### config.mk
export PLATFORM = sky130hd
export DESIGN_NAME = par_address_translation_unit
export DESIGN_NICKNAME = d
export VERILOG_FILES = /design/src/par_pkg.sv /design/src/par_address_translation_unit.sv /design/src/par_page_table.sv
export SDC_FILE = /design/constraint.sdc
export NUM_CORES = 2
export LEC_CHECK = 0
export BUFFER_PORTS_ARGS = -buffer_cell sky130_fd_sc_hd__buf_2
export CORE_ASPECT_RATIO = 0.6
export CORE_MARGIN = 5
export CORE_UTILIZATION = 40
export CTS_CLUSTER_SIZE = 30
export DETAILED_ROUTE_END_ITERATION = 10
export PLACE_DENSITY = 0.58
export SLEW_MARGIN = 10
export SYNTH_ARGS = -nofsm -noshare
export SYNTH_HDL_FRONTEND = slang
export SYNTH_HIERARCHICAL = 1
export SYNTH_SLANG_ARGS = --single-unit
### constraint.sdc
create_clock -name clock -period 45.9 [get_ports clock]
set_input_delay 6.885 -clock clock [delete_from_list [all_inputs] [get_ports clock]]
set_output_delay 6.885 -clock clock [all_outputs]
set_load 0.02 [all_outputs]
### src/par_pkg.sv
// Constants shared by the paged address relocation unit.
package par_pkg;
	// *****************************************************************
	// Address geometry
	// *****************************************************************
	localparam int VA_W       = 16;
	localparam int OFFSET_W   = 13;
	localparam int BLK_SHIFT  = 6;
	localparam int LEN_W      = 7;
	localparam int PAGE_W     = 3;
	localparam int PAGES      = 8;
	localparam int MODES      = 3;
	localparam int SPACES     = 2;
	localparam int ENTRIES    = MODES * SPACES * PAGES;
	localparam int IDX_W      = 6;
	localparam int PA_NARROW  = 18;
	localparam int PA_WIDE    = 22;
	localparam int IO_ADDR_W  = 18;

	// *****************************************************************
	// Field values and reset values
	// *****************************************************************
	localparam logic [PAGE_W-1:0] IO_VPAGE     = 3'h7;
	localparam logic [1:0]        MODE_KERNEL  = 2'h0;
	localparam logic [1:0]        MODE_SUPER   = 2'h1;
	localparam logic [1:0]        MODE_BAD     = 2'h2;
	localparam logic [1:0]        MODE_USER    = 2'h3;
	localparam logic [LEN_W-1:0]  LEN_RESET    = 7'h7F;
	localparam logic [BLK_SHIFT-1:0] BLK_ZERO  = 6'h00;

	typedef enum logic [1:0] {
		PAR_CAUSE_NONE = 2'b00,
		PAR_CAUSE_LEN  = 2'b01,
		PAR_CAUSE_MODE = 2'b10
	} par_cause_t;
endpackage

### src/par_address_translation_unit.sv
// Address translation unit: virtual to physical relocation with limits.
//
// Summary of operation
// Accept 16-bit virtual addresses covering a 64-kilobyte program space.
// Produce an 18-bit or 22-bit physical address, chosen by parameter.
// Top 8 kilobytes of physical space hold peripheral registers.
// In the 22-bit variant memory accesses go to a separate memory bus.
// While mapping, physical address is relocation base plus virtual address.
// A page is 1 to 128 blocks of 64 bytes, 8192 bytes maximum.
// Eight page relocation registers per set map the whole virtual range.
// Each page may start on any 64-byte boundary in physical memory.
// Accesses beyond a short page's allocated length are refused.
// Every page relocates independently through its own constant.
// Mapping lets the processor reach memory beyond the unmapped 56 kilobytes.
// Virtual bits 15..13 pick the page; bits 12..0 add to base times 64.
// A refused access is aborted and an error status is recorded.
// Mode 00 selects kernel, 01 supervisor, 11 user register sets.
// With mapping on, vector fetches use the kernel data-space set.
// Instruction and data fetches may use separate relocation sets.
`timescale 1ns/10ps
`default_nettype none
module par_address_translation_unit #(
	parameter int PA_W     = 22,
	parameter bit SPLIT_ID = 1'b1
) (
	input  wire logic                          clock,
	input  wire logic                          rst,
	input  wire logic                          cfg_we,
	input  wire logic [1:0]                    cfg_mode,
	input  wire logic                          cfg_ispace,
	input  wire logic [par_pkg::PAGE_W-1:0]    cfg_page,
	input  wire logic [PA_W-7:0]               cfg_base,
	input  wire logic [par_pkg::LEN_W-1:0]     cfg_len,
	input  wire logic                          map_enable,
	input  wire logic                          req_valid,
	input  wire logic [par_pkg::VA_W-1:0]      req_vaddr,
	input  wire logic [1:0]                    req_mode,
	input  wire logic                          req_ispace,
	input  wire logic                          req_vector,
	input  wire logic                          err_clear,
	output logic                               rsp_valid,
	output logic [PA_W-1:0]                    rsp_paddr,
	output logic [par_pkg::IO_ADDR_W-1:0]      rsp_io_addr,
	output logic                               rsp_to_mem,
	output logic                               rsp_to_io,
	output logic                               rsp_abort,
	output logic                               err_flag,
	output logic [par_pkg::VA_W-1:0]           err_vaddr,
	output logic [1:0]                         err_mode,
	output par_pkg::par_cause_t                err_cause
);
	import par_pkg::*;

	localparam int BASE_W = PA_W - BLK_SHIFT;
	localparam int HI_W   = PA_W - OFFSET_W;

	// ****************************************************************
	// Elaboration checks
	// ****************************************************************
	if (PA_W != PA_NARROW && PA_W != PA_WIDE) begin : g_bad_pa
		$error("Physical width must be 18 or 22.");
	end

	// ****************************************************************
	// Set selection
	// ****************************************************************
	function automatic logic [1:0] mode_index(input logic [1:0] m);
		logic [1:0] r;
		r = 2'h0;
		case (m)
			MODE_SUPER: r = 2'h1;
			MODE_USER:  r = 2'h2;
			default:    r = 2'h0;
		endcase
		return r;
	endfunction

	logic [1:0]           eff_mode;
	logic                 eff_space;
	logic [IDX_W-1:0]     rd_index;
	logic [IDX_W-1:0]     wr_index;
	logic                 wr_ok;
	logic [BASE_W-1:0]    rd_base;
	logic [LEN_W-1:0]     rd_len;

	always_comb begin
		// Vector fetches always go through the kernel data-space set.
		eff_mode  = req_vector ? MODE_KERNEL : req_mode;
		eff_space = req_vector ? 1'b0 : (req_ispace & SPLIT_ID);
		rd_index  = {mode_index(eff_mode), eff_space,
			req_vaddr[VA_W-1:OFFSET_W]};
		wr_index  = {mode_index(cfg_mode), cfg_ispace & SPLIT_ID, cfg_page};
		// The reserved mode code has no set; writes to it are dropped.
		wr_ok     = cfg_we && cfg_mode != MODE_BAD;
	end

	par_page_table #(
		.BASE_W   (BASE_W)
	) u_table (
		.clock    (clock),
		.rst      (rst),
		.wr_en    (wr_ok),
		.wr_index (wr_index),
		.wr_base  (cfg_base),
		.wr_len   (cfg_len),
		.rd_index (rd_index),
		.rd_base  (rd_base),
		.rd_len   (rd_len)
	);

	// ****************************************************************
	// Translation
	// ****************************************************************
	logic [PA_W-1:0]      reloc;
	logic [PA_W-1:0]      direct;
	logic [PA_W-1:0]      phys;
	logic                 len_fault;
	logic                 mode_fault;
	logic                 fault;
	logic                 is_io;

	always_comb begin
		// Base counts 64-byte blocks, so pages land on block boundaries.
		reloc = {rd_base, BLK_ZERO}
			+ PA_W'(req_vaddr[OFFSET_W-1:0]);
		// Unmapped, the top virtual page still reaches the peripheral page.
		if (req_vaddr[VA_W-1:OFFSET_W] == IO_VPAGE) begin
			direct = {{HI_W{1'b1}}, req_vaddr[OFFSET_W-1:0]};
		end else begin
			direct = PA_W'(req_vaddr);
		end
		phys       = map_enable ? reloc : direct;
		len_fault  = map_enable
			&& req_vaddr[OFFSET_W-1:BLK_SHIFT] > rd_len;
		mode_fault = map_enable && !req_vector && req_mode == MODE_BAD;
		fault      = len_fault || mode_fault;
		is_io      = &phys[PA_W-1:OFFSET_W];
	end

	// ****************************************************************
	// Response stage
	// ****************************************************************
	logic                 next_rsp_valid;
	logic [PA_W-1:0]      next_rsp_paddr;
	logic [IO_ADDR_W-1:0] next_rsp_io_addr;
	logic                 next_rsp_to_mem;
	logic                 next_rsp_to_io;
	logic                 next_rsp_abort;

	always_comb begin
		next_rsp_valid   = req_valid;
		next_rsp_paddr   = rsp_paddr;
		next_rsp_io_addr = rsp_io_addr;
		if (req_valid) begin
			next_rsp_paddr   = phys;
			next_rsp_io_addr = phys[IO_ADDR_W-1:0];
		end
		// The peripheral bus carries only 18 bits, so memory has its own.
		next_rsp_to_io   = req_valid && !fault && is_io;
		next_rsp_to_mem  = req_valid && !fault && !is_io;
		next_rsp_abort   = req_valid && fault;
	end

	always_ff @(posedge clock or posedge rst) begin
		if (rst) begin
			rsp_valid   <= 1'b0;
			rsp_paddr   <= '0;
			rsp_io_addr <= '0;
			rsp_to_mem  <= 1'b0;
			rsp_to_io   <= 1'b0;
			rsp_abort   <= 1'b0;
		end else begin
			rsp_valid   <= next_rsp_valid;
			rsp_paddr   <= next_rsp_paddr;
			rsp_io_addr <= next_rsp_io_addr;
			rsp_to_mem  <= next_rsp_to_mem;
			rsp_to_io   <= next_rsp_to_io;
			rsp_abort   <= next_rsp_abort;
		end
	end

	// ****************************************************************
	// Error status
	// ****************************************************************
	logic                 next_err_flag;
	logic [VA_W-1:0]      next_err_vaddr;
	logic [1:0]           next_err_mode;
	par_cause_t           next_err_cause;

	always_comb begin
		next_err_flag  = err_flag;
		next_err_vaddr = err_vaddr;
		next_err_mode  = err_mode;
		next_err_cause = err_cause;
		if (err_clear) begin
			next_err_flag  = 1'b0;
			next_err_cause = PAR_CAUSE_NONE;
		end
		// A fault in the clearing cycle wins so that no abort goes unseen.
		if (req_valid && fault) begin
			next_err_flag  = 1'b1;
			next_err_vaddr = req_vaddr;
			next_err_mode  = eff_mode;
			next_err_cause = mode_fault ? PAR_CAUSE_MODE : PAR_CAUSE_LEN;
		end
	end

	always_ff @(posedge clock or posedge rst) begin
		if (rst) begin
			err_flag  <= 1'b0;
			err_vaddr <= '0;
			err_mode  <= MODE_KERNEL;
			err_cause <= PAR_CAUSE_NONE;
		end else begin
			err_flag  <= next_err_flag;
			err_vaddr <= next_err_vaddr;
			err_mode  <= next_err_mode;
			err_cause <= next_err_cause;
		end
	end
endmodule // par_address_translation_unit
`default_nettype wire

### src/par_page_table.sv
// Bank of page relocation registers held in flip-flops.
`timescale 1ns/10ps
`default_nettype none
module par_page_table #(
	parameter int BASE_W = 16
) (
	input  wire logic                         clock,
	input  wire logic                         rst,
	input  wire logic                         wr_en,
	input  wire logic [par_pkg::IDX_W-1:0]    wr_index,
	input  wire logic [BASE_W-1:0]            wr_base,
	input  wire logic [par_pkg::LEN_W-1:0]    wr_len,
	input  wire logic [par_pkg::IDX_W-1:0]    rd_index,
	output logic      [BASE_W-1:0]            rd_base,
	output logic      [par_pkg::LEN_W-1:0]    rd_len
);
	import par_pkg::*;

	logic [BASE_W-1:0] base_q [ENTRIES];
	logic [LEN_W-1:0]  len_q  [ENTRIES];

	if (BASE_W < 1) begin : g_bad_width
		$error("Base width must be positive.");
	end

	for (genvar e = 0; e < ENTRIES; e++) begin : g_entry
		logic [BASE_W-1:0] next_base;
		logic [LEN_W-1:0]  next_len;

		always_comb begin
			next_base = base_q[e];
			next_len  = len_q[e];
			if (wr_en && wr_index == IDX_W'(e)) begin
				next_base = wr_base;
				next_len  = wr_len;
			end
		end

		// A full-length page with zero base makes every page of a fresh table map onto the first 8 kilobytes.
		always_ff @(posedge clock or posedge rst) begin
			if (rst) begin
				base_q[e] <= '0;
				len_q[e]  <= LEN_RESET;
			end else begin
				base_q[e] <= next_base;
				len_q[e]  <= next_len;
			end
		end
	end

	always_comb begin
		rd_base = '0;
		rd_len  = '0;
		if (rd_index < IDX_W'(ENTRIES)) begin
			rd_base = base_q[rd_index];
			rd_len  = len_q[rd_index];
		end
	end
endmodule // par_page_table
`default_nettype wire

### Word-level counts from Yosys, hierarchy flattened

Index checks and enable logic that the tools add are counted.

* register bits: 1169
* bits of input ports: 55
* output and inout port bits: 65
* logic and storage cells: 247

* $add $sub $neg: 1
* magnitude comparators: 3
* equality and inequality tests: 54
* multiplexer cells: 19
* bitwise gates (word level): 1
* reduce and logical (&&, ||, !) cells: 63

Operator list (number)
* 16-bit binary-select mux with 6-bit select: 1
* 6-bit by 5-bit == test with 1-bit output (second input constant): 16
* 6-bit == test (second input constant): 16
* 1-bit logical AND: 56
* 6-bit by 4-bit == test with 1-bit output (second input constant): 8
* 16-bit two-way mux: 3
* 22-bit two-way mux: 2
* 7-bit binary-select mux with 6-bit select: 1
* 6-bit by 3-bit == test with 1-bit output (second input constant): 4
* 22-bit by 13-bit adder with 22-bit output: 1
* 7-bit two-way mux: 3
* 6-bit by 2-bit == test with 1-bit output (second input constant): 2
* 9-bit AND reduction: 1
* 2-bit two-way mux: 4
* 2-bit case mux with 2 select lines: 2
* 7-bit greater-or-equal comparator (second input constant): 1
* 7-bit greater-than comparator: 1
* 6-bit inverter with 7-bit output: 1
* 2-bit == test (second input constant): 3
* 6-bit by 1-bit == test with 1-bit output (second input constant): 1
* 6-bit logical NOT: 1
* 6-bit less-than comparator (second input constant): 1
* 2-bit by 1-bit == test with 1-bit output (second input constant): 2
* 3-bit == test (second input constant): 1
* 5 further kinds: 9

### Logic depth before layout (Yosys ltp)

* depth in word-level cells: 14
* mapped depth: 20
* depth with buffers taken out: 16

### By module

Netlist, hierarchy kept.

Modules (own cells, without submodules)
* par_page_table: times used 1, cells each 3283, area an instance 50837.5 um^2, seq. area each 28046.9 um^2
* par_address_translation_unit: times used 1, cells each 270, area an instance 2746.4 um^2, seq. area each 1176.1 um^2

### Least setup slack after synthesis

No wires, ideal clock.

* path kind: input port to flip-flop
* start point: input req_vaddr[13] in the netlist's numbering
* end point: register rsp_to_mem
* setup time: 0.124 ns
* arrival time: 10.457 ns
* required time: 45.776 ns
* slack: 35.320 ns
* stages on the path: 17
* path buffers: 3
* cell sequence: buf_2 buf_6 buf_2 mux4_2 mux4_2 clkinv_1 o22ai_1 ha_1 inv_1 fa_1 and2b_1 o31ai_1 a21boi_2 o21ai_0 xor2_1 a211o_1 o31a_1

* elaborated cells between the ends (all ways): 22
* those cells by class: add/sub (1); order compare (2); eq/ne (1); mux (10); bitwise (1); reduce/logical (7)

RTL lines
* start: declaration: RTL line par_address_translation_unit.sv:36 `input wire logic [par_pkg::VA_W-1:0] req_vaddr,`
* 6-bit inverter with 7-bit output (implied by the code): RTL line par_page_table.sv:55 `rd_base = base_q[rd_index];`
* 16-bit binary-select mux with 6-bit select: RTL line par_page_table.sv:55
* 16-bit two-way mux (implied by the code) (2 in a row): RTL line par_page_table.sv:55
* 16-bit two-way mux (*): RTL line par_page_table.sv:54 `if (rd_index < IDX_W'(ENTRIES)) begin`
* named net rd_base[0]: RTL line par_address_translation_unit.sv:83 `logic [BASE_W-1:0] rd_base;`
* 22-bit by 13-bit adder with 22-bit output (*): RTL line par_address_translation_unit.sv:125 `+ PA_W'(req_vaddr[OFFSET_W-1:0]);`
* 22-bit two-way mux (*): RTL line par_address_translation_unit.sv:132 `phys = map_enable ? reloc : direct;`
* 9-bit AND reduction (*): RTL line par_address_translation_unit.sv:137 `is_io = &phys[PA_W-1:OFFSET_W];`
* 1-bit logical NOT (*): RTL line par_address_translation_unit.sv:160 `next_rsp_to_mem = req_valid && !fault && !is_io;`
* 1-bit logical AND (*): RTL line par_address_translation_unit.sv:160
* named net next_rsp_to_mem: RTL line par_address_translation_unit.sv:146 `logic next_rsp_to_mem;`
* end signal: assignment: RTL line par_address_translation_unit.sv:176 `rsp_to_mem <= next_rsp_to_mem;`
* end: declaration: RTL line par_address_translation_unit.sv:44 `output logic rsp_to_mem,`

Mark *: on every way through the listed nets, which the timed path passes. The rest lies on a longest branch. The select of a mux whose other input is x is not followed.
A chain may end at the register's enable or synchronous reset.

### Final worst setup path

* start point: input req_vaddr[13] in the netlist's numbering
* end point: register rsp_to_io

* elaborated cells between the ends (all ways): 21
* those cells by class: add/sub (1); order compare (2); eq/ne (1); mux (10); bitwise (1); reduce/logical (6)

RTL lines
* 6-bit inverter with 7-bit output (implied by the code): RTL line par_page_table.sv:55
* 16-bit binary-select mux with 6-bit select: RTL line par_page_table.sv:55
* 16-bit two-way mux (implied by the code) (2 in a row): RTL line par_page_table.sv:55
* 16-bit two-way mux (*): RTL line par_page_table.sv:54
* named net rd_base[1]: RTL line par_address_translation_unit.sv:83
* 22-bit by 13-bit adder with 22-bit output (*): RTL line par_address_translation_unit.sv:125
* 22-bit two-way mux (*): RTL line par_address_translation_unit.sv:132
* 9-bit AND reduction (*): RTL line par_address_translation_unit.sv:137
* 1-bit logical AND (*): RTL line par_address_translation_unit.sv:159 `next_rsp_to_io = req_valid && !fault && is_io;`
* named net next_rsp_to_io: RTL line par_address_translation_unit.sv:147 `logic next_rsp_to_io;`
* end signal: assignment: RTL line par_address_translation_unit.sv:177 `rsp_to_io <= next_rsp_to_io;`
* end: declaration: RTL line par_address_translation_unit.sv:45 `output logic rsp_to_io,`

Marked as above.

==> flow_summary.toml <==
[cells_and_area]
fill_cells = 11904
mostFrequentLayoutCells = "mux2_2, dfrtp_1, dfstp_2"
drive_above_1_share_pct = 58.8
fin_nets = 3588
mostFrequentLayoutCell = "mux2_2"
final_util_pct = 44.5
multi_input_area_sq_mm = 0.0227
syn2layout_area_growth_pct = 10.9
final-seq-area_sq_mm = 0.0292
final_cells = 5420

[logic_synthesis]
postSynthAreaPerCell_sq_um = 15.1
syn_area_sq_mm = 0.0536
yosys.cell_types.count = 64
synth_seq_cells = 1151
synth_cells = 3553
async_reset_ff_share_pct = 100
synth_edf_count = 0
synthesis.nets = 3623
synth_warnings = 6
yosysSeqAreaShare_pct = 54.5
yosys_most_used_dff = "dfrtp_1"

[timing]
fin_crit_sh_pct = 29.1
tns_ps = 0
finalMaxSlewViolations = 0
clock-skew-final_ps = 29.0
fin_crit_ps = 13350
fmax_ghz = 0.0749
rsz0062_at_grt = "no"
holdWs_ps = 480
hold_violations = 0
setup_ws_ps = 32550
setup_viol_count_final = 0
max_slew_margin_pct = 4.21
worst_pin_slew_ps = 1440

[outcome]
status = "completed"

[setup_path]
worstReg2RegStart = "u_table/base_q[593]"
r2r_slack_ps = 41110
setup.worst_path.start_class = "input port"
cp_data_arrival_time_ps = 13960
required_ps = 46510
crit_type = "input port to flop"
rr_worst_depth = 13
cp-end-kind = "flop"
reg2reg_to = "rsp_to_io"
path_max_fanout = 53

[placed_design]
dpl.cell_count = 5211
io_buffers = 119
post-place-ws_ps = 31910
gp_congestion = 0.810
hpwl_mm = 87.7

[power]
powerDensity_mw_per_mm2 = 43.2
peakVddDrop_mv = 0.0282
cellLeakagePower_uw = 0.0266

[floorplanning]
start_util_pct = 40.1
coreArea_sq_mm = 0.134
io_pins = 120
dieArea_sq_mm = 0.142
rows = 104
die_w_microns = 483
fp.dieH_microns = 294

[clock_network]
tritoncts = "built"
cts_resized = 0
clockRootBuffer = "clkbuf_16"
clock_latency_ps = 730
h-tree-depth = 3
cts_buffers = 107
cts_max_path_buffers = 3
clkSinkCount = 1151
postCtsSetupBuffers = 0
postCtsHoldBufs = 0
clkSlewWorstSetupHoldPaths_ps = 60

[drt]
dr_total_vias = 30474
antenna_left = 0
vias_per_cell = 5.62
drc_errors = 0
drtIter0Drc = 2143
drt-pass1-iter-count = 5
drt-wirelength-per-cell_microns = 27.0
drt-total-wl_mm = 147

[global_route]
grt_usage_pct = 20.7
grt_overflow = 0
grtUsageMet1_pct = 32.2
grt.busiest_layer = "met1"
grt_pass1_wl_mm = 220
grt_pass1_vias = 31252
grt_util_met3_pct = 5.01
grtUsageMet2_pct = 29.7
antenna_found_initial = 8
grt_max_degree = 170

[job]
cap_violations = 0

[worst_hold_path]
hp-class = "flop to flop"
whs_path_depth = 1
holdPathEnd = "err_flag"
min_from = "err_flag"
-- metal layers --
metal  up-vias  wire (microns)
met4         8            2430
met2       609           62400
li1      13041               -
met5         -              52
met1     16638           72600
met3       178            8970
-- critical path, cell delays in order --
cell and delay [ps]:
buf_8 490, buf_4 620, buf_4 600, buf_4 750
mux4_2 600, mux2_2 280, a221oi_1 1010, o22ai_1 390
inv_1 180, fa_1 190, and2b_1 200, o31ai_1 440
a21boi_2 150, o21ai_0 220, xor2_1 120, a211o_1 350
nor4b_2 300
-- stage by stage --
stage | instance area (sq um) | total power, uW
2_1_floorplan | 53600 | 1520
3_3_place_gp | 55700 | 1620
3_5_place_dp | 55700 | 1630
4_1_cts | 59400 | 2590
5_1_grt | 59400 | 2680
6_report | 59400 | 2560
-- worst max-delay path by stage --
| stage | startpoint | endpoint | slack, ps | cells past startpoint |
|---|---|---|---|---|
| 2_1_floorplan | rst | u_table/base_q[0] | 8490 | 1 |
| 3_3_place_gp | req_vaddr[13] | rsp_to_mem | 31910 | 16 |
| 3_5_place_dp | req_vaddr[13] | rsp_to_mem | 31910 | 17 |
| 4_1_cts | req_vaddr[13] | rsp_to_mem | 32680 | 17 |
| 5_1_grt | req_vaddr[13] | rsp_to_io | 32210 | 16 |
| 6_report | req_vaddr[13] | rsp_to_io | 32550 | 17 |
-- logic make-up after synthesis --
| family | Yosys count | share of synthesized area (%) |
|---|---|---|
| AOI/OAI and AO/OA | 202 | 2.61 |
| muxes | 1544 | 36.9 |
| adders and majority gates | 15 | 0.364 |
| buffers and inverters | 398 | 3.39 |
| xor gates and xnor gates | 12 | 0.210 |
| DFF | 1151 | 54.5 |
| and+or+nand+nor | 231 | 1.99 |
-- power by group --
group	internal [uW]	leakage, uW	switching (uW)
Sequential	1170	0.0143	65.9
Combinational	188	0.0105	179
Clock	553	0.00185	403
-- synthesized netlist by cell type (24+ instances only) --
cell / n / area (sq um)
a21oi_1: 69 / 345
buf_1: 73 / 274
buf_2: 57 / 285
buf_4: 42 / 315
clkbuf_1: 166 / 623
clkinv_1: 24 / 90.1
dfrtp_1: 815 / 20400
dfstp_2: 336 / 8830
mux2_1: 25 / 282
mux2_2: 1125 / 12700
mux2i_1: 164 / 1640
mux4_2: 230 / 5180
nand2_1: 90 / 338
nand4_1: 25 / 156
nor2_1: 66 / 248
-- state kept, by name (all words and copies together), names as in the netlist --
signal	count
rsp_valid	1
u_table/len_q	336
u_table/base_q	768
rsp_to_mem	1
rsp_to_io	1
rsp_paddr	22
rsp_abort	1
err_vaddr	16
err_cause	2
err_mode	2
err_flag	1
-- cell type report --
cell class | instances | share of cell area, %
clock buffer | 170 | 5.46
tap | 1802 | 3.79
inverter | 47 | 0.309
sequential | 1151 | 49.2
timing repair buffer | 207 | 2.22
clock inverter | 34 | 0.857
multi-input combinational | 2004 | 38.2
antenna | 5 | 0.0211
(Power assumes the default switching activity.)
